File: config.mk
export PLATFORM = sky130hd
export DESIGN_NAME = gls_status
export DESIGN_NICKNAME = d
export VERILOG_FILES = /design/src/hdl/gls_pkg.sv /design/src/hdl/gls_status.sv
export SDC_FILE = /design/constraint.sdc
export NUM_CORES = 1
export LEC_CHECK = 0
export ABC_CLOCK_PERIOD_IN_PS = 4400
export BUFFER_PORTS_ARGS = -buffer_cell sky130_fd_sc_hd__buf_2
export CAP_MARGIN = 25
export CORE_MARGIN = 2
export CORE_UTILIZATION = 35
export DETAILED_ROUTE_END_ITERATION = 8
export HOLD_SLACK_MARGIN = 0.05
export PLACE_DENSITY = 0.5
export SLEW_MARGIN = 30
export SYNTH_ARGS = -nofsm -noshare
export SYNTH_HDL_FRONTEND = slang
export SYNTH_SLANG_ARGS = --single-unit
export TNS_END_PERCENT = 20
File: constraint.sdc
create_clock -name clk_in -period 4.4 [get_ports clk_in]
set_clock_uncertainty 0.2 [all_clocks]
set_input_delay 0 -clock clk_in [delete_from_list [all_inputs] [get_ports clk_in]]
set_output_delay 0 -clock clk_in [all_outputs]
set_load 0.005 [all_outputs]
File: src/hdl/gls_pkg.sv
// package for the gate switch led status and flash code block
// assumes a single 50 MHz clock and power-up reset only
//
// Operation
// - power/fault led green when ready and no fault present
// - gate led yellow while actuator is detected in range
// - lock led green while magnetic guard locking is engaged
// - input led steady yellow while both input channels are high
// - one channel falls while other high: flash input led until both low
// - on fault power/fault led red, blink code on gate or input led
// - lock led red when locking requested but not achieved
// - each blink sequence starts with three short header flashes
// - after long pause each digit flashes its count at one-second spacing
// - a fault code has one to three digits separated by long gaps
// - after last digit the header and pattern repeat while fault stays
// - flash counts 1 to 15 mean 1 to 15, sixteen flashes mean zero
// - code 1,4,1 reports input or output wiring fault
// - codes 1,12 or 1,6,3 report first safety output wiring fault
// - codes 1,13 or 1,6,4 report second safety output wiring fault
// - code 14 or 15 for first or second output wiring or load fault
// - any other code denotes an internal device fault
// - magnet energised only while lock request high and actuator detected
package gls_pkg;

    localparam int unsigned CLK_HZ       = 50_000_000;
    localparam int unsigned DIGIT_MS     = 1000;
    localparam int unsigned SHORT_MS     = 200;
    localparam int unsigned GAP_MS       = 2000;
    localparam int unsigned PAUSE_MS     = 3000;
    localparam int unsigned PARTIAL_MS   = 500;
    localparam int unsigned DIGIT_CYC    = CLK_HZ / 1000 * DIGIT_MS;
    localparam int unsigned SHORT_CYC    = CLK_HZ / 1000 * SHORT_MS;
    localparam int unsigned GAP_CYC      = CLK_HZ / 1000 * GAP_MS;
    localparam int unsigned PAUSE_CYC    = CLK_HZ / 1000 * PAUSE_MS;
    localparam int unsigned PARTIAL_CYC  = CLK_HZ / 1000 * PARTIAL_MS;
    localparam int unsigned HDR_FLASHES  = 3;
    localparam int unsigned MAX_DIGITS   = 3;
    localparam logic [4:0]  ZERO_FLASHES = 5'h10;

    // fault causes, binary encoded; priority: lowest index wins
    localparam logic [2:0] FLT_NONE    = 3'h0;
    localparam logic [2:0] FLT_WIRING  = 3'h1;
    localparam logic [2:0] FLT_OUT1    = 3'h2;
    localparam logic [2:0] FLT_OUT2    = 3'h3;
    localparam logic [2:0] FLT_OUT1_C  = 3'h4;
    localparam logic [2:0] FLT_OUT2_C  = 3'h5;
    localparam logic [2:0] FLT_INT     = 3'h6;

    typedef struct packed {
        logic wiring;
        logic out1_wiring;
        logic out2_wiring;
        logic out1_load;
        logic out2_load;
        logic internal;
    } gls_fault_t;

    // one two-colour led: green/red or yellow
    typedef struct packed {
        logic green;
        logic red;
    } gls_bicolor_t;

    typedef struct packed {
        logic [1:0]           count;
        logic [2:0][3:0]      digit;
    } gls_code_t;

    typedef enum logic [2:0] {
        BS_IDLE   = 3'b000,
        BS_HDR_ON = 3'b001,
        BS_HDR_OF = 3'b010,
        BS_PAUSE  = 3'b011,
        BS_DIG_ON = 3'b100,
        BS_DIG_OF = 3'b101,
        BS_GAP    = 3'b110
    } gls_blink_t;

endpackage : gls_pkg

File: src/hdl/gls_status.sv
// led status and flash-code generator for a guard-locking gate switch
// assumes synchronous inputs, single clock, reset only at power-up
`timescale 1ns/10ps
module gls_status #(
    parameter int unsigned DIGIT_CYCLES   = gls_pkg::DIGIT_CYC,
    parameter int unsigned SHORT_CYCLES   = gls_pkg::SHORT_CYC,
    parameter int unsigned GAP_CYCLES     = gls_pkg::GAP_CYC,
    parameter int unsigned PAUSE_CYCLES   = gls_pkg::PAUSE_CYC,
    parameter int unsigned PARTIAL_CYCLES = gls_pkg::PARTIAL_CYC
) (
    // clock and reset
    input  wire logic             clk_in,
    input  wire logic             rst_in,
    // inputs from evaluation device and sensing
    input  wire logic             input_channel_one_in,
    input  wire logic             input_channel_two_in,
    input  wire logic             lock_request_input_in,
    input  wire logic             actuator_detected_in,
    input  wire logic             lock_held_in,
    input  wire logic             ready_in,
    input  wire gls_pkg::gls_fault_t fault_in,
    input  wire logic             fault_on_input_led_in,
    // outputs
    output logic                  magnet_on_out,
    output gls_pkg::gls_bicolor_t power_led_out,
    output logic                  gate_led_out,
    output gls_pkg::gls_bicolor_t lock_led_out,
    output logic                  input_led_out,
    output logic                  fault_latched_out
);
    import gls_pkg::*;

    localparam int unsigned CW = $clog2(PAUSE_CYCLES + DIGIT_CYCLES + 1);

    function automatic gls_code_t code_of(input logic [2:0] cause);
        gls_code_t c;
        c = '0;
        unique case (cause)
            FLT_WIRING: c = '{count: 2'h3, digit: {4'h1, 4'h4, 4'h1}};
            FLT_OUT1:   c = '{count: 2'h2, digit: {4'h0, 4'hC, 4'h1}};
            FLT_OUT2:   c = '{count: 2'h2, digit: {4'h0, 4'hD, 4'h1}};
            FLT_OUT1_C: c = '{count: 2'h1, digit: {4'h0, 4'h0, 4'hE}};
            FLT_OUT2_C: c = '{count: 2'h1, digit: {4'h0, 4'h0, 4'hF}};
            default:    c = '{count: 2'h3, digit: {4'h9, 4'h9, 4'h9}};
        endcase
        return c;
    endfunction : code_of

    // zero digit is sent as sixteen flashes
    function automatic logic [4:0] flashes_of(input logic [3:0] d);
        return (d == 4'h0) ? ZERO_FLASHES : {1'b0, d};
    endfunction : flashes_of

    ////////////////////////////////////////////////////////////////////////////
    // fault latch
    logic        fault_reg;
    logic [2:0]  cause_reg;
    logic        on_input_reg;
    wire  [2:0]  cause_now = fault_in.wiring      ? FLT_WIRING :
                             fault_in.out1_wiring ? FLT_OUT1   :
                             fault_in.out2_wiring ? FLT_OUT2   :
                             fault_in.out1_load   ? FLT_OUT1_C :
                             fault_in.out2_load   ? FLT_OUT2_C :
                             fault_in.internal    ? FLT_INT    : FLT_NONE;
    wire         fault_new = !fault_reg && (cause_now != FLT_NONE);

    // only power-up clears it, so a transient fault still demands service
    always_ff @(posedge clk_in or posedge rst_in) begin
        if (rst_in) begin
            fault_reg    <= 1'b0;
            cause_reg    <= FLT_NONE;
            on_input_reg <= 1'b0;
        end else if (fault_new) begin
            fault_reg    <= 1'b1;
            cause_reg    <= cause_now;
            on_input_reg <= fault_on_input_led_in;
        end
    end

    ////////////////////////////////////////////////////////////////////////////
    // partial operation tracking
    logic both_prev_reg;
    logic partial_reg;
    logic [CW-1:0] pflash_cnt_reg;
    logic          pflash_reg;
    wire  both_high = input_channel_one_in && input_channel_two_in;
    wire  both_low  = !input_channel_one_in && !input_channel_two_in;
    wire  one_fell  = both_prev_reg && (input_channel_one_in ^ input_channel_two_in);
    wire  pwrap     = (pflash_cnt_reg == CW'(PARTIAL_CYCLES - 1));

    always_ff @(posedge clk_in or posedge rst_in) begin
        if (rst_in) begin
            both_prev_reg <= 1'b0;
            partial_reg   <= 1'b0;
        end else begin
            both_prev_reg <= both_high;
            if (both_low)
                partial_reg <= 1'b0;
            else if (one_fell)
                partial_reg <= 1'b1;
        end
    end

    always_ff @(posedge clk_in or posedge rst_in) begin
        if (rst_in) begin
            pflash_cnt_reg <= '0;
            pflash_reg     <= 1'b0;
        end else if (!partial_reg) begin
            pflash_cnt_reg <= '0;
            pflash_reg     <= 1'b0;
        end else begin
            pflash_cnt_reg <= pwrap ? '0 : pflash_cnt_reg + 1'b1;
            if (pwrap)
                pflash_reg <= !pflash_reg;
        end
    end

    ////////////////////////////////////////////////////////////////////////////
    // blink-code sequencer
    gls_blink_t      state_reg, state_next;
    logic [CW-1:0]   tmr_reg;
    logic [4:0]      flash_reg;
    logic [1:0]      didx_reg;
    gls_code_t       code;
    logic [CW-1:0]   dur;
    logic [4:0]      target;
    wire             tmr_done = (tmr_reg == dur);
    wire             blink_on = (state_reg == BS_HDR_ON) || (state_reg == BS_DIG_ON);

    assign code   = code_of(cause_reg);
    assign target = flashes_of(code.digit[didx_reg]);

    // one-second flash period split half on, half off; short flash is far shorter
    always_comb begin
        unique case (state_reg)
            BS_HDR_ON, BS_HDR_OF: dur = CW'(SHORT_CYCLES - 1);
            BS_PAUSE:             dur = CW'(PAUSE_CYCLES - 1);
            BS_GAP:               dur = CW'(GAP_CYCLES - 1);
            BS_DIG_ON, BS_DIG_OF: dur = CW'(DIGIT_CYCLES / 2 - 1);
            default:              dur = '0;
        endcase
    end

    always_comb begin
        state_next = state_reg;
        unique case (state_reg)
            BS_IDLE:   if (fault_reg) state_next = BS_HDR_ON;
            BS_HDR_ON: if (tmr_done) state_next = BS_HDR_OF;
            BS_HDR_OF: if (tmr_done)
                           state_next = (flash_reg == 5'(HDR_FLASHES - 1)) ? BS_PAUSE : BS_HDR_ON;
            BS_PAUSE:  if (tmr_done) state_next = BS_DIG_ON;
            BS_DIG_ON: if (tmr_done) state_next = BS_DIG_OF;
            BS_DIG_OF: if (tmr_done) begin
                           if (flash_reg != target - 5'h1)
                               state_next = BS_DIG_ON;
                           else if (didx_reg == code.count - 2'h1)
                               state_next = BS_HDR_ON;
                           else
                               state_next = BS_GAP;
                       end
            BS_GAP:    if (tmr_done) state_next = BS_DIG_ON;
            default:   state_next = BS_IDLE;
        endcase
    end

    always_ff @(posedge clk_in or posedge rst_in) begin
        if (rst_in) begin
            state_reg <= BS_IDLE;
            tmr_reg   <= '0;
        end else begin
            state_reg <= state_next;
            tmr_reg   <= (state_next != state_reg) ? '0 : tmr_reg + 1'b1;
        end
    end

    always_ff @(posedge clk_in or posedge rst_in) begin
        if (rst_in) begin
            flash_reg <= '0;
            didx_reg  <= '0;
        end else if (state_reg == BS_IDLE || (state_next == BS_HDR_ON && state_reg == BS_DIG_OF)) begin
            flash_reg <= '0;
            didx_reg  <= '0;
        end else if (tmr_done && (state_reg == BS_HDR_OF || state_reg == BS_DIG_OF)) begin
            flash_reg <= (state_next == BS_HDR_ON || state_next == BS_DIG_ON) ? flash_reg + 5'h1 : '0;
            if (state_next == BS_GAP)
                didx_reg <= didx_reg + 2'h1;
        end else if (state_reg == BS_PAUSE || state_reg == BS_GAP) begin
            flash_reg <= '0;
        end
    end

    ////////////////////////////////////////////////////////////////////////////
    // outputs, all registered
    wire magnet_next = lock_request_input_in && actuator_detected_in && !fault_reg;
    wire locked      = magnet_on_out && lock_held_in;

    always_ff @(posedge clk_in or posedge rst_in) begin
        if (rst_in) begin
            magnet_on_out     <= 1'b0;
            power_led_out     <= '0;
            gate_led_out      <= 1'b0;
            lock_led_out      <= '0;
            input_led_out     <= 1'b0;
            fault_latched_out <= 1'b0;
        end else begin
            magnet_on_out       <= magnet_next;
            power_led_out.green <= ready_in && !fault_reg;
            power_led_out.red   <= fault_reg;
            gate_led_out        <= (fault_reg && !on_input_reg) ? blink_on
                                                                : actuator_detected_in;
            lock_led_out.green  <= locked;
            lock_led_out.red    <= lock_request_input_in && !locked;
            input_led_out       <= (fault_reg && on_input_reg) ? blink_on :
                                   partial_reg ? pflash_reg : both_high;
            fault_latched_out   <= fault_reg;
        end
    end

    ////////////////////////////////////////////////////////////////////////////
    // checks
    property p_latch;
        @(posedge clk_in) disable iff (rst_in) fault_reg |=> fault_reg;
    endproperty
    a_latch: assert property (p_latch) else $error("fault latch dropped");

    property p_red;
        @(posedge clk_in) disable iff (rst_in) fault_reg |=> power_led_out.red && !power_led_out.green;
    endproperty
    a_red: assert property (p_red) else $error("power led not red on fault");

    property p_magnet;
        @(posedge clk_in) disable iff (rst_in)
            magnet_on_out |-> $past(lock_request_input_in) && $past(actuator_detected_in);
    endproperty
    a_magnet: assert property (p_magnet) else $error("magnet on without cause");

    property p_hdr;
        @(posedge clk_in) disable iff (rst_in)
            (state_reg == BS_PAUSE && $changed(state_reg)) |-> $past(flash_reg) == 5'(HDR_FLASHES - 1);
    endproperty
    a_hdr: assert property (p_hdr) else $error("header flash count wrong");

    property p_steady;
        @(posedge clk_in) disable iff (rst_in)
            (both_high && !partial_reg && !fault_reg) |=> input_led_out;
    endproperty
    a_steady: assert property (p_steady) else $error("input led not lit");

    property p_partial;
        @(posedge clk_in) disable iff (rst_in) one_fell |=> partial_reg;
    endproperty
    a_partial: assert property (p_partial) else $error("partial not flagged");

    property p_lockred;
        @(posedge clk_in) disable iff (rst_in)
            (lock_request_input_in && !actuator_detected_in) ##1 lock_request_input_in |=> lock_led_out.red;
    endproperty
    a_lockred: assert property (p_lockred) else $error("lock led not red");

    property p_digit;
        @(posedge clk_in) disable iff (rst_in)
            (state_reg == BS_DIG_OF && tmr_done && flash_reg == target - 5'h1) |=> state_reg != BS_DIG_ON;
    endproperty
    a_digit: assert property (p_digit) else $error("extra digit flash");

    property p_gate;
        @(posedge clk_in) disable iff (rst_in)
            (!fault_reg && actuator_detected_in) |=> gate_led_out;
    endproperty
    a_gate: assert property (p_gate) else $error("gate led not lit");

    property p_green;
        @(posedge clk_in) disable iff (rst_in)
            (ready_in && !fault_reg) |=> power_led_out.green;
    endproperty
    a_green: assert property (p_green) else $error("power led not green when ready");

    property p_lockon;
        @(posedge clk_in) disable iff (rst_in)
            (magnet_on_out && lock_held_in) |=> lock_led_out.green;
    endproperty
    a_lockon: assert property (p_lockon) else $error("lock led not green while locked");

    property p_pflash;
        @(posedge clk_in) disable iff (rst_in)
            (partial_reg && !fault_reg) |=> input_led_out == $past(pflash_reg);
    endproperty
    a_pflash: assert property (p_pflash) else $error("input led not flashing in partial operation");

    property p_ptoggle;
        @(posedge clk_in) disable iff (rst_in)
            (partial_reg && pwrap) |=> pflash_reg != $past(pflash_reg);
    endproperty
    a_ptoggle: assert property (p_ptoggle) else $error("partial flash did not toggle");

    property p_pclear;
        @(posedge clk_in) disable iff (rst_in)
            both_low |=> !partial_reg;
    endproperty
    a_pclear: assert property (p_pclear) else $error("partial not cleared by both low");

    property p_codein;
        @(posedge clk_in) disable iff (rst_in)
            (fault_reg && on_input_reg) |=> input_led_out == $past(blink_on);
    endproperty
    a_codein: assert property (p_codein) else $error("blink code missing on input led");

    property p_codegate;
        @(posedge clk_in) disable iff (rst_in)
            (fault_reg && !on_input_reg) |=> gate_led_out == $past(blink_on);
    endproperty
    a_codegate: assert property (p_codegate) else $error("blink code missing on gate led");

    property p_start;
        @(posedge clk_in) disable iff (rst_in)
            (state_reg == BS_IDLE && fault_reg) |=> state_reg == BS_HDR_ON;
    endproperty
    a_start: assert property (p_start) else $error("code did not start with header");

    property p_short;
        @(posedge clk_in) disable iff (rst_in)
            (state_reg == BS_HDR_ON) |-> tmr_reg <= CW'(SHORT_CYCLES - 1);
    endproperty
    a_short: assert property (p_short) else $error("header flash too long");

    property p_digon;
        @(posedge clk_in) disable iff (rst_in)
            (state_reg == BS_DIG_ON) |-> tmr_reg <= CW'(DIGIT_CYCLES / 2 - 1);
    endproperty
    a_digon: assert property (p_digon) else $error("digit flash too long");

    property p_ndig;
        @(posedge clk_in) disable iff (rst_in)
            (state_reg == BS_DIG_ON || state_reg == BS_DIG_OF || state_reg == BS_GAP) |-> didx_reg < code.count;
    endproperty
    a_ndig: assert property (p_ndig) else $error("digit index past code length");

    property p_repeat;
        @(posedge clk_in) disable iff (rst_in)
            (state_reg == BS_DIG_OF && tmr_done && flash_reg == target - 5'h1 && didx_reg == code.count - 2'h1)
                |=> state_reg == BS_HDR_ON;
    endproperty
    a_repeat: assert property (p_repeat) else $error("pattern did not repeat");

    property p_nomag;
        @(posedge clk_in) disable iff (rst_in)
            fault_reg |=> !magnet_on_out;
    endproperty
    a_nomag: assert property (p_nomag) else $error("magnet on with fault latched");

    property p_cause;
        @(posedge clk_in) disable iff (rst_in)
            fault_reg |=> $stable(cause_reg);
    endproperty
    a_cause: assert property (p_cause) else $error("latched fault cause changed");

endmodule : gls_status

Word level (Yosys, flattened, before mapping)
Index checks and enable logic that the tools add are counted.
{"block": "word_totals", "register_bits": 81, "in_bits": 15, "wordCells": 120}
{"block": "op_classes", "n_addsub": 6, "n_lt_le_gt_ge": 1, "eq_ne": 21, "mux": 38, "n_bitwise": 1, "n_reduce_logical": 35}
{"operator": "one-hot mux 28 bit (4 select lines)", "count": 1}
{"operator": "2-to-1 mux 28 bit", "count": 3}
{"operator": "one-hot mux 14 bit (5 select lines)", "count": 1}
{"operator": "adder 28 x 1 -> 28 bit (second input constant)", "count": 2}
{"operator": "2-to-1 mux 3 bit", "count": 14}
{"operator": "== test 28 x 25 -> 1 bit (second input constant)", "count": 1}
{"operator": "== test 28 bit", "count": 1}
{"operator": "2-to-1 mux 5 bit", "count": 5}
{"operator": "== test 3 bit (second input constant)", "count": 7}
{"operator": "one-hot mux 3 bit (6 select lines)", "count": 1}
{"operator": "logical AND 1 bit", "count": 13}
{"operator": "== test 3 x 2 -> 1 bit (second input constant)", "count": 4}
{"operator": "== test 3 x 1 -> 1 bit (second input constant)", "count": 3}
{"operator": "binary-select mux 4 bit (select 2 bit)", "count": 1}
{"operator": "2-to-1 mux 2 bit", "count": 4}
{"operator": "2-to-1 mux 1 bit", "count": 7}
{"operator": "zero test 1 bit", "count": 6}
{"operator": "nonzero test 2 bit", "count": 3}
{"operator": "nonzero test 3 bit", "count": 2}
{"operator": "OR reduction 2 bit", "count": 3}
{"operator": "adder 5 x 1 -> 5 bit (second input constant)", "count": 1}
{"operator": "== test 5 x 2 -> 1 bit (second input constant)", "count": 1}
{"operator": "logical OR 1 bit", "count": 5}
{"operator": "inequality test 5 bit", "count": 1}
{"operator": "other kinds (12)", "count": 12}

Logic depth before layout (Yosys ltp)
Gate-level depths: netlist of run 1.
{"block": "logic_depth", "word_depth": 16, "mapped_depth": 16, "mapped_depth_nobuf": 15}

Least setup slack after synthesis of run 1
No wires, ideal clock.
{"block": "synth_timing", "kind": "register to register", "from": "register cause_reg[1]", "to": "register tmr_reg[17]", "setup_time_ns": 0.129, "t_arrival_ns": 3.262, "setup_slack_ns": 0.810, "stages_incl_launch_ff": 15, "path_cell_list": "dfrtp_1 inv_1 ha_1 a221oi_1 o21ai_0 inv_1 ha_1 xor2_1 xor2_1 nand4_1 o211ai_2 nand4_1 nand2_1 buf_2 nor3_1"}
{"block": "synth_via", "elab_chain_len": 13, "elab_cells_between_ends": 20, "cone_classes": "2 x add/sub; 8 x eq/ne; 9 x mux; 1 x reduce/logical"}
{"element": "start: declaration", "line": "gls_status.sv:57", "text": "logic [2:0] cause_reg;"}
{"element": "start signal: assignment", "line": "gls_status.sv:75", "text": "cause_reg <= cause_now;"}
{"element": "== test 3 bit (tied with other cells)", "line": "gls_status.sv:38", "text": "unique case (cause)"}
{"element": "one-hot mux 14 bit (5 select lines) (*)", "line": "gls_status.sv:38"}
{"element": "binary-select mux 4 bit (select 2 bit)", "line": "gls_status.sv:131", "text": "assign target = flashes_of(code.digit[didx_reg]);"}
{"element": "2-to-1 mux 4 bit (implied by the code)", "line": "gls_status.sv:131"}
{"element": "zero test 4 bit", "line": "gls_status.sv:51", "text": "return (d == 4'h0) ? ZERO_FLASHES : {1'b0, d};"}
{"element": "2-to-1 mux 5 bit", "line": "gls_status.sv:51"}
{"element": "subtractor 5 x 1 -> 5 bit", "line": "gls_status.sv:154", "text": "if (flash_reg != target - 5'h1)"}
{"element": "inequality test 5 bit", "line": "gls_status.sv:154"}
{"element": "2-to-1 mux 3 bit (*)", "line": "gls_status.sv:154"}
{"element": "2-to-1 mux 3 bit (*)", "line": "gls_status.sv:153", "text": "BS_DIG_OF: if (tmr_done) begin"}
{"element": "one-hot mux 3 bit (6 select lines) (*)", "line": "gls_status.sv:146", "text": "unique case (state_reg)"}
{"element": "inequality test 3 bit (*)", "line": "gls_status.sv:172", "text": "tmr_reg <= (state_next != state_reg) ? '0 : tmr_reg + 1'b1;"}
{"element": "2-to-1 mux 28 bit (*)", "line": "gls_status.sv:172"}
{"element": "end signal: assignment", "line": "gls_status.sv:172"}
{"element": "end: declaration", "line": "gls_status.sv:121", "text": "logic [CW-1:0] tmr_reg;"}
Mark *: on every way between the ends. The rest lies on a longest branch, timed or not. The select of a mux whose other input is x is not followed.
A chain may end at the register's enable or synchronous reset.

Worst setup path after layout of run 1
{"block": "layout_timing", "from": "register cause_reg[1]", "to": "register tmr_reg[2]"}
The elaborated chain is that of the path after synthesis.

==> impl_metrics.toml, run 1 <==
[synth]
ys_seq_elements = 81
postSynth.asyncResetShare = 1.000
synth_cells = 568
post_synth_instance_area_mm2 = 0.005094
synth-warning-count = 0
number_of_distinct_standard_cells_referenced_by_the_synthesized_netlist = 68
synth-edff-count = 0
synth.avg_cell_area_um2 = 8.968
share_of_yosys_cell_area_claimed_by_the_top_area_cell_type = 0.3979
ys_dominant_reg_cell = "dfrtp_1"
synth.largest_area_cell = "dfrtp_1"
synth_most_common_cell = "dfrtp_1"
synth.area.top_cells = "dfrtp_1 (40%), xor2_1 (5.3%), nor2_1 (4.6%)"
synthesis.nets = 593
synth.cells.most_frequent = "dfrtp_1 (81), nor2_1 (62), nand3_1 (43), nand2_1 (40), xor2_1 (31)"
ys_seq_area_frac = 0.3979

[drt]
drt_pass1_iterations = 5
drc = 0
antenna_violating_nets_left = 0
avgRoutedWirePerCell_um = 15.33
totalWireLength_um = 12260
drt-vias-per-instance = 5.299
route.vias.total = 4239
drt-initial-drc-count = 290

[grt]
grt_start_max_net_pins = 44
grt_pass1_vias = 4271
globalRouteOverflowTotal = 0
number_of_antenna_violations_at_the_first_check_in_global_routing = 0
grt_pass1_wl_um = 21400
grt.total_usage = 0.1662

[critical_path]
crit_buf_inv = 3
critical_path_data_required_time_ps = 4420
setup.worst_path.class = "reg -> reg"
crit_path_max_fanout = 11
cp-end-kind = "flip-flop"
crit_path_max_incr_delay_ps = 420
cpLargestDelayFamily = "compound AO/OA/AOI/OAI gates"
slowest_stage = "dfrtp_1"
critical_path.startpoint_type = "flip-flop"
critPathArrivalTime_ps = 4070
worstPathCellList = "inv_1 > ha_1 > a221oi_2 > o21ai_0 > inv_1 > ha_1 > xor2_1 > xor2_1 > nand4_1 > o211ai_4 > a31o_2 > o211ai_2 > buf_4 > a2111oi_1"

[cts]
cts_tree = "done"
clockRootBuffer = "clkbuf_16"
worst_skew_pair.late_latency_ps = 340
cts_buffer_depth = 2
cts_htree_levels = 3
cts_buffers = 9
cts_sinks = 81
cts.clk_slew.worst_paths_ps = 60

[sta]
final_hold_viol_count = 0
timing.final.max_slew_violations = 0
fin_crit_ps = 4043
grt_setup_unrepaired = "false"
final.setup.tns_ps = 0
whs_ps = 129.9
slew-limit-headroom = 0.4519
timing.fmax_mhz = 247.3
worst-slew-pin-transition_ps = 822.1
period_share = 0.9189
setup_violations = 0

[floorplanning]
die_height_um = 124.6
start_util = 0.3545
die_area_mm2 = 0.01553
top_level_i_o_count = 23
placement_rows = 44
core_area_mm2 = 0.01437
floorplan.die.width_um = 124.6

[placement]
gp_congestion = 0.8360
port_buffers = 22
place.detailed.hpwl_um = 8566

[status]
status = "complete, no violations"

[power]
irDropWorstVdd_v = 0.0001738
power_density_mw_per_mm2 = 268.5
power.leakage_nw = 2.446

[min_path]
hold_path_class = "in -> async"

[flow_run]
cap_violations = 0

[finish]
syn_to_final_growth_pct = 16.31
drive_gt1_frac = 0.1153
antennaDiodeCount = 0
finish.net_count = 636
metrics by stage:
| step | power (W) | instance area, µm² | util | setup slack (ps) | cells |
|---|---|---|---|---|---|
| after CTS | 0.001617 | 5908 | 0.4112 | 178.3 | 800 |
| after detailed placement | 0.0008422 | 5410 | 0.3765 | 269.8 | 764 |
| after global routing | 0.001660 | 5924 | 0.4123 | 15.95 | 800 |
| after global placement | 0.0008394 | 5408 | 0.3764 | 522.2 | 764 |
| after floorplan | 0.0008172 | 5094 | - | 809.5 | 568 |
| final | 0.001591 | 5924 | 0.4123 | 356.6 | 800 |
per-layer routing:
layer | track usage | part of all wire
met1 | 0.2359 | 0.51
met2 | 0.2562 | 0.44
met3 | 0.02620 | 0.025
met4 | 0.06081 | 0.019
met5 | 0 | 0
worst reg2reg max path: cells and delay by family (launching register included):
kind	cells	cell delay (ps)
AOI/OAI and AO/OA	6	1610
DFF	1	420
and+or+nand+nor	1	170
xor gates and xnor gates	2	450
buffers and inverters	3	440
adders and majority gates	2	630
area by class of cell:
class	count	area, µm²
inverters	21	80.08
repair buffers	54	400.4
clock buffers	10	229.0
clock inverters	6	68.82
fillers	1440	8444
well taps	184	230.2
multi-input cells	444	2889
flip-flops and latches	81	2027
report_power, final:
part	internal, W	total, W	switching [W]
clock network	0.000441	0.000751	0.000309
registers	0.000752	0.000758	0.00000612
logic	0.0000324	0.0000821	0.0000497
total	0.00123	0.00159	0.000365
what timing repair did:
| action | CTS | global route |
|---|---|---|
| endpoints found under the hold margin | 55 | 0 |
| resized for setup | 0 | 3 |
| endpoints found under the setup margin | 0 | 4 |
| setup buffers | 0 | 0 |
| hold buffers | 20 | 0 |
worst paths after layout:
kind | end | slack [ps] | from | depth (start not counted)
max | tmr_reg[2]$_DFF_PP0_ | 360 | cause_reg[1]$_DFFE_PP0P_ | 14
min | pflash_cnt_reg[21]$_DFF_PP0_ | 130 | rst_in | 3
max reg2reg | tmr_reg[2]$_DFF_PP0_ | 360 | cause_reg[1]$_DFFE_PP0P_ | 14
min reg2reg | pflash_cnt_reg[0]$_DFF_PP0_ | 300 | pflash_cnt_reg[0]$_DFF_PP0_ | 1
max in group asynchronous | tmr_reg[22]$_DFF_PP0_ | 2880 | rst_in | 4
min in group clk_in | power_led_out[1]$_DFF_PP0_ | 220 | ready_in | 3
cells in the final DEF (no fill, tap or decap), types with 5 or more instances in the layout:
| cell | Yosys | final |
|---|---|---|
| and3_1 | 10 | 10 |
| dlygate4sd3_1 | 0 | 20 |
| xnor2_1 | 25 | 25 |
| buf_2 | 4 | 22 |
| a21oi_1 | 28 | 28 |
| a31oi_1 | 5 | 5 |
| nand2b_1 | 14 | 13 |
| ha_1 | 10 | 10 |
| dfrtp_1 | 81 | 81 |
| inv_1 | 20 | 19 |
| o21ai_0 | 22 | 22 |
| nand3_1 | 43 | 43 |
| clkbuf_16 | 0 | 9 |
| xor2_1 | 31 | 31 |
| and4_1 | 5 | 5 |
| nor2b_1 | 9 | 9 |
| nor2_1 | 62 | 62 |
| nor4_1 | 9 | 9 |
| and2_1 | 6 | 6 |
| a211oi_1 | 9 | 9 |
| buf_4 | 4 | 12 |
| nand2_1 | 40 | 40 |
| or3_1 | 8 | 8 |
| nor3_1 | 22 | 22 |
| nand3b_1 | 7 | 7 |
| nand4_1 | 16 | 16 |
cell families after synthesis:
kind of cell	synth area share
DFF	0.3979
muxes	0.01032
adders and majority gates	0.02456
buffers and inverters	0.03856
and+or+nand+nor	0.2746
xor gates and xnor gates	0.09948
AOI/OAI and AO/OA	0.1545
Power figures use the tool's default switching activity.
==> run 2, diff against run 1 <==
ABC_CLOCK_PERIOD_IN_PS = 4800   (was 4400)
clock period = 4.8 ns   (was 4.4 ns; I/O delays follow)
==> impl_metrics.toml, run 2 (same netlist as run 1, synthesis figures left out) <==
[finish]
antennaDiodeCount = 0
syn_to_final_growth_pct = 14.91
layout.cells.most_common_list = "dfrtp_1 (80), nor2_1 (62), nand3_1 (43), nand2_1 (40), xor2_1 (31)"
fin_cells = 792
drive_gt1_frac = 0.1069
finish.net_count = 629
layout_commonest_cell = "dfrtp_1"

[grt]
grt_pass1_wl_um = 21600
grt_pass1_vias = 4271
number_of_antenna_violations_at_the_first_check_in_global_routing = 0
grt_start_max_net_pins = 82
grt.total_usage = 0.1683
globalRouteOverflowTotal = 0

[flow_run]
cap_violations = 0

[status]
status = "complete, no violations"

[cts]
cts_htree_levels = 3
clockRootBuffer = "clkbuf_16"
post-cts-setup-buffer-count = 0
ctsHoldBuffers = 19
cts_buffers = 9
cts_sinks = 81
cts_tree = "done"
cts_buffer_depth = 2
worst_skew_pair.late_latency_ps = 340
cts.clk_slew.worst_paths_ps = 60
quantity_of_gates_resized_following_cts = 0

[sta]
fin_crit_ps = 4254
whs_ps = 190.7
timing.final.max_slew_violations = 0
setup_violations = 0
final_hold_viol_count = 0
worst-slew-pin-transition_ps = 752.2
final.setup.tns_ps = 0
grt_setup_unrepaired = "false"
timing.fmax_mhz = 235.1
period_share = 0.8862
slew-limit-headroom = 0.4985

[critical_path]
critical_path.reg2reg.endpoint = "flash_reg[2]$_DFFE_PP0P_"
cpLargestDelayFamily = "compound AO/OA/AOI/OAI gates"
critPathArrivalTime_ps = 4240
critPathCapture = "flash_reg[2]$_DFFE_PP0P_"
rr_startpoint = "cause_reg[1]$_DFFE_PP0P_"
crit_path_max_fanout = 18
ff2ff_path_depth = 14
setup.worst_path.start = "cause_reg[1]$_DFFE_PP0P_"
crit_buf_inv = 3
timing.critical_path.depth = 14
setup.worst_path.class = "reg -> reg"
crit_path_max_incr_delay_ps = 620
cp-end-kind = "flip-flop"
worstPathCellList = "inv_1 > ha_1 > a221oi_1 > o21ai_0 > inv_1 > ha_1 > xor2_1 > xor2_1 > nand4_1 > o211ai_2 > nand4_1 > buf_4 > a21oi_1 > a31oi_1"
slowest_stage = "a21oi_1"
critical_path.startpoint_type = "flip-flop"
setup.reg_to_reg.worst_slack_ps = 550
critical_path_data_required_time_ps = 4780

[drt]
avgRoutedWirePerCell_um = 15.63
drt-vias-per-instance = 5.448
totalWireLength_um = 12380
antenna_violating_nets_left = 0
drc = 0
drt-initial-drc-count = 232
drt_pass1_iterations = 5
route.vias.total = 4315

[placement]
dp_cells = 758
gp_congestion = 0.8263
place.detailed.hpwl_um = 8377
port_buffers = 22

[floorplanning]
die_area_mm2 = 0.01553
die_height_um = 124.6
placement_rows = 44
core_area_mm2 = 0.01437
start_util = 0.3545
top_level_i_o_count = 23
floorplan.die.width_um = 124.6

[power]
irDropWorstVdd_v = 0.0001502
total_power_w = 0.001462
power.leakage_nw = 2.407
power_density_mw_per_mm2 = 249.8

[min_path]
hold_path_class = "in -> async"
-- run 2: worst min-delay path by stage --
stage / from / to / slack [ps] / cells past startpoint
after floorplan: fault_in[5] / fault_reg$_DFFE_PP0P_ / -80 / 2
after global placement: ready_in / power_led_out[1]$_DFF_PP0_ / 30 / 2
after detailed placement: ready_in / power_led_out[1]$_DFF_PP0_ / 40 / 2
after CTS: lock_held_in / lock_led_out[1]$_DFF_PP0_ / 220 / 3
after global routing: ready_in / power_led_out[1]$_DFF_PP0_ / 250 / 3
final: rst_in / on_input_reg$_DFFE_PP0P_ / 190 / 4
-- run 2: per-stage QoR --
| step | utilization | setup WS [ps] | cell area [µm²] |
|---|---|---|---|
| global route | 0.4073 | 179.1 | 5853 |
| finish | 0.4073 | 546.2 | 5853 |
| detailed placement | 0.3737 | 570.1 | 5369 |
| CTS | 0.4073 | 535.7 | 5852 |
| floorplan | - | 1210 | 5094 |
| global placement | 0.3732 | 766.2 | 5363 |
-- run 2: final cells by class --
class,instances,area [µm²]
multi-input cells,444,2873
clock inverters,6,67.56
flip-flops and latches,81,2028
well taps,184,230.2
inverters,21,80.08
repair buffers,47,349.1
clock buffers,9,225.2
fillers,1424,8516
-- run 2: power breakdown --
group | internal (W) | total, W | switching (W)
clock network | 0.000403 | 0.000695 | 0.000292
registers | 0.000689 | 0.000694 | 0.00000535
logic | 0.0000287 | 0.0000730 | 0.0000443
total | 0.00112 | 0.00146 | 0.000342
-- run 2: per-layer routing --
layer | GRT usage | share of wire | vias up
met3 | 0.03909 | 0.048 | 19
li1 | - | - | 2117
met2 | 0.2504 | 0.44 | 102
met1 | 0.2418 | 0.49 | 2077
met4 | 0.05420 | 0.019 | 0
met5 | 0 | 0 | -
-- run 2: tightest hold or removal path, stage by stage --
cell,delay [ps]
dlygate4sd3_1,530
buf_2,130
clkinv_2,40
buf_6,540
==> run 3, diff against run 2 <==
CELL_PAD_IN_SITES_DETAIL_PLACEMENT = 1   (was not set)
CELL_PAD_IN_SITES_GLOBAL_PLACEMENT = 2   (was not set)
MAX_ROUTING_LAYER = met4   (was not set)
PLACE_DENSITY = 0.73   (was 0.5)
==> impl_metrics.toml, run 3 (same netlist as run 1, synthesis figures left out) <==
[status]
status = "complete, no violations"

[finish]
fin_area_mm2 = 0.005918
antennaDiodeCount = 0
layout.filler_cells = 1692
finish.net_count = 632
sequential_cell_area_mm2 = 0.002027
layout_commonest_cell = "dfrtp_1"
layout.cells.most_common_list = "dfrtp_1 (81), nor2_1 (62), nand3_1 (43), nand2_1 (40), xor2_1 (31)"
syn_to_final_growth_pct = 16.19
multi_input_comb_area_mm2 = 0.002888
drive_gt1_frac = 0.1078

[sta]
slew-limit-headroom = 0.4248
whs_ps = 220.9
final.setup.worst_slack_ps = 610.1
final_hold_viol_count = 0
setup_violations = 0
period_share = 0.8729
timing.fmax_mhz = 238.7
timing.final.max_slew_violations = 0
final.setup.tns_ps = 0
worst-slew-pin-transition_ps = 862.8
grt_setup_unrepaired = "false"
fin_crit_ps = 4190

[floorplanning]
placement_rows = 44
die_area_mm2 = 0.01553
top_level_i_o_count = 23
start_util = 0.3545
floorplan.die.width_um = 124.6
die_height_um = 124.6
core_area_mm2 = 0.01437

[grt]
grt_pass1_wl_um = 23660
grt_pass1_vias = 4586
number_of_antenna_violations_at_the_first_check_in_global_routing = 0
globalRouteOverflowTotal = 0
grt.total_usage = 0.1909
grt_start_max_net_pins = 77

[placement]
post_dp_cell_area_mm2 = 0.005369
preCtsSetupSlack_ps = 374.2
port_buffers = 22
gp_congestion = 0.8434
place.detailed.hpwl_um = 9618

[drt]
antenna_violating_nets_left = 0
drt_pass1_iterations = 4
route.vias.total = 4350
drt-vias-per-instance = 5.465
drc = 0
drt-initial-drc-count = 201
avgRoutedWirePerCell_um = 17.45
totalWireLength_um = 13890

[cts]
cts_buffer_depth = 2
cts.clk_slew.worst_paths_ps = 70
cts_tree = "done"
post-cts-setup-buffer-count = 0
cts_htree_levels = 3
cts_buffers = 9
cts_sinks = 81
worst_skew_pair.late_latency_ps = 350
clockRootBuffer = "clkbuf_16"

[critical_path]
setup.worst_path.start = "cause_reg[1]$_DFFE_PP0P_"
critPathArrivalTime_ps = 4210
rr_startpoint = "cause_reg[1]$_DFFE_PP0P_"
crit_path_max_fanout = 11
critical_path.startpoint_type = "flip-flop"
cp-end-kind = "flip-flop"
critical_path_data_required_time_ps = 4820
setup.worst_path.class = "reg -> reg"

[min_path]
hold_path_class = "in -> reg"
startpoint_of_the_worst_hold_path = "ready_in"

[power]
power.leakage_nw = 2.434
power_density_mw_per_mm2 = 255.6
irDropWorstVdd_v = 0.0001350

[flow_run]
cap_violations = 0
[run 3: cell count changes in the layout (fill, tap and decap cells not counted), sizes merged]
cell and change:
clkbuf +1, clkinv +1, clkinvlp -1, dlygate4sd3 +3
[run 3: routing by layer]
layer	share of wire	vias up	GRT usage
met1	0.48	2154	0.2471
met5	0	-	-
met2	0.48	63	0.3112
li1	-	2117	-
met4	0.013	0	0.04957
met3	0.033	16	0.03351
[run 3: area by class of cell]
type,instances,share of cell area
clock buffers,10,0.04038
clock inverters,6,0.01268
inverters,21,0.01353
multi-input cells,444,0.4879
flip-flops and latches,81,0.3425
well taps,184,0.03890
repair buffers,50,0.06406
[run 3: through the flow]
step | std cells | utilization | total power [W]
after floorplan | 568 | - | 0.0007491
after global placement | 758 | 0.3732 | 0.0007704
after detailed placement | 758 | 0.3737 | 0.0007747
after CTS | 796 | 0.4108 | 0.001532
after global routing | 796 | 0.4119 | 0.001575
final | 796 | 0.4119 | 0.001513
[run 3: report_power, final]
part / switching (W) / internal [W] / leakage, nW
combinational: 0.0000468 / 0.0000307 / 1.20
sequential: 0.00000605 / 0.000689 / 1.08
clock: 0.000315 / 0.000425 / 0.151
total: 0.000368 / 0.00114 / 2.43
[run 3: final timing paths]
| path | endpoint | slack (ps) | cells past startpoint |
|---|---|---|---|
| worst max register to register | tmr_reg[2]$_DFF_PP0_ | 610 | 13 |
| worst min register to register | pflash_cnt_reg[0]$_DFF_PP0_ | 300 | 1 |
| worst min-delay path | power_led_out[1]$_DFF_PP0_ | 220 | 3 |
| min in group asynchronous | flash_reg[0]$_DFFE_PP0P_ | 460 | 4 |
| max in group asynchronous | flash_reg[2]$_DFFE_PP0P_ | 2990 | 5 |
| worst max-delay path | tmr_reg[2]$_DFF_PP0_ | 610 | 13 |
[run 3: worst max-delay path, stage by stage, from the launching register on]
cell       delay, ps
dfrtp_1          430
inv_1            100
ha_1             390
a221oi_1         420
o21ai_0          210
inv_1            130
ha_1             230
xor2_1           310
xor2_1           180
nand4_1          130
o211ai_2         350
a31o_2           300
o211ai_4         230
a2111oi_0        460
[run 3: repair_timing]
action	in CTS	in global routing
resized for setup	0	2
endpoints found under the hold margin	94	0
endpoints found under the setup margin	0	5
hold buffers	22	0
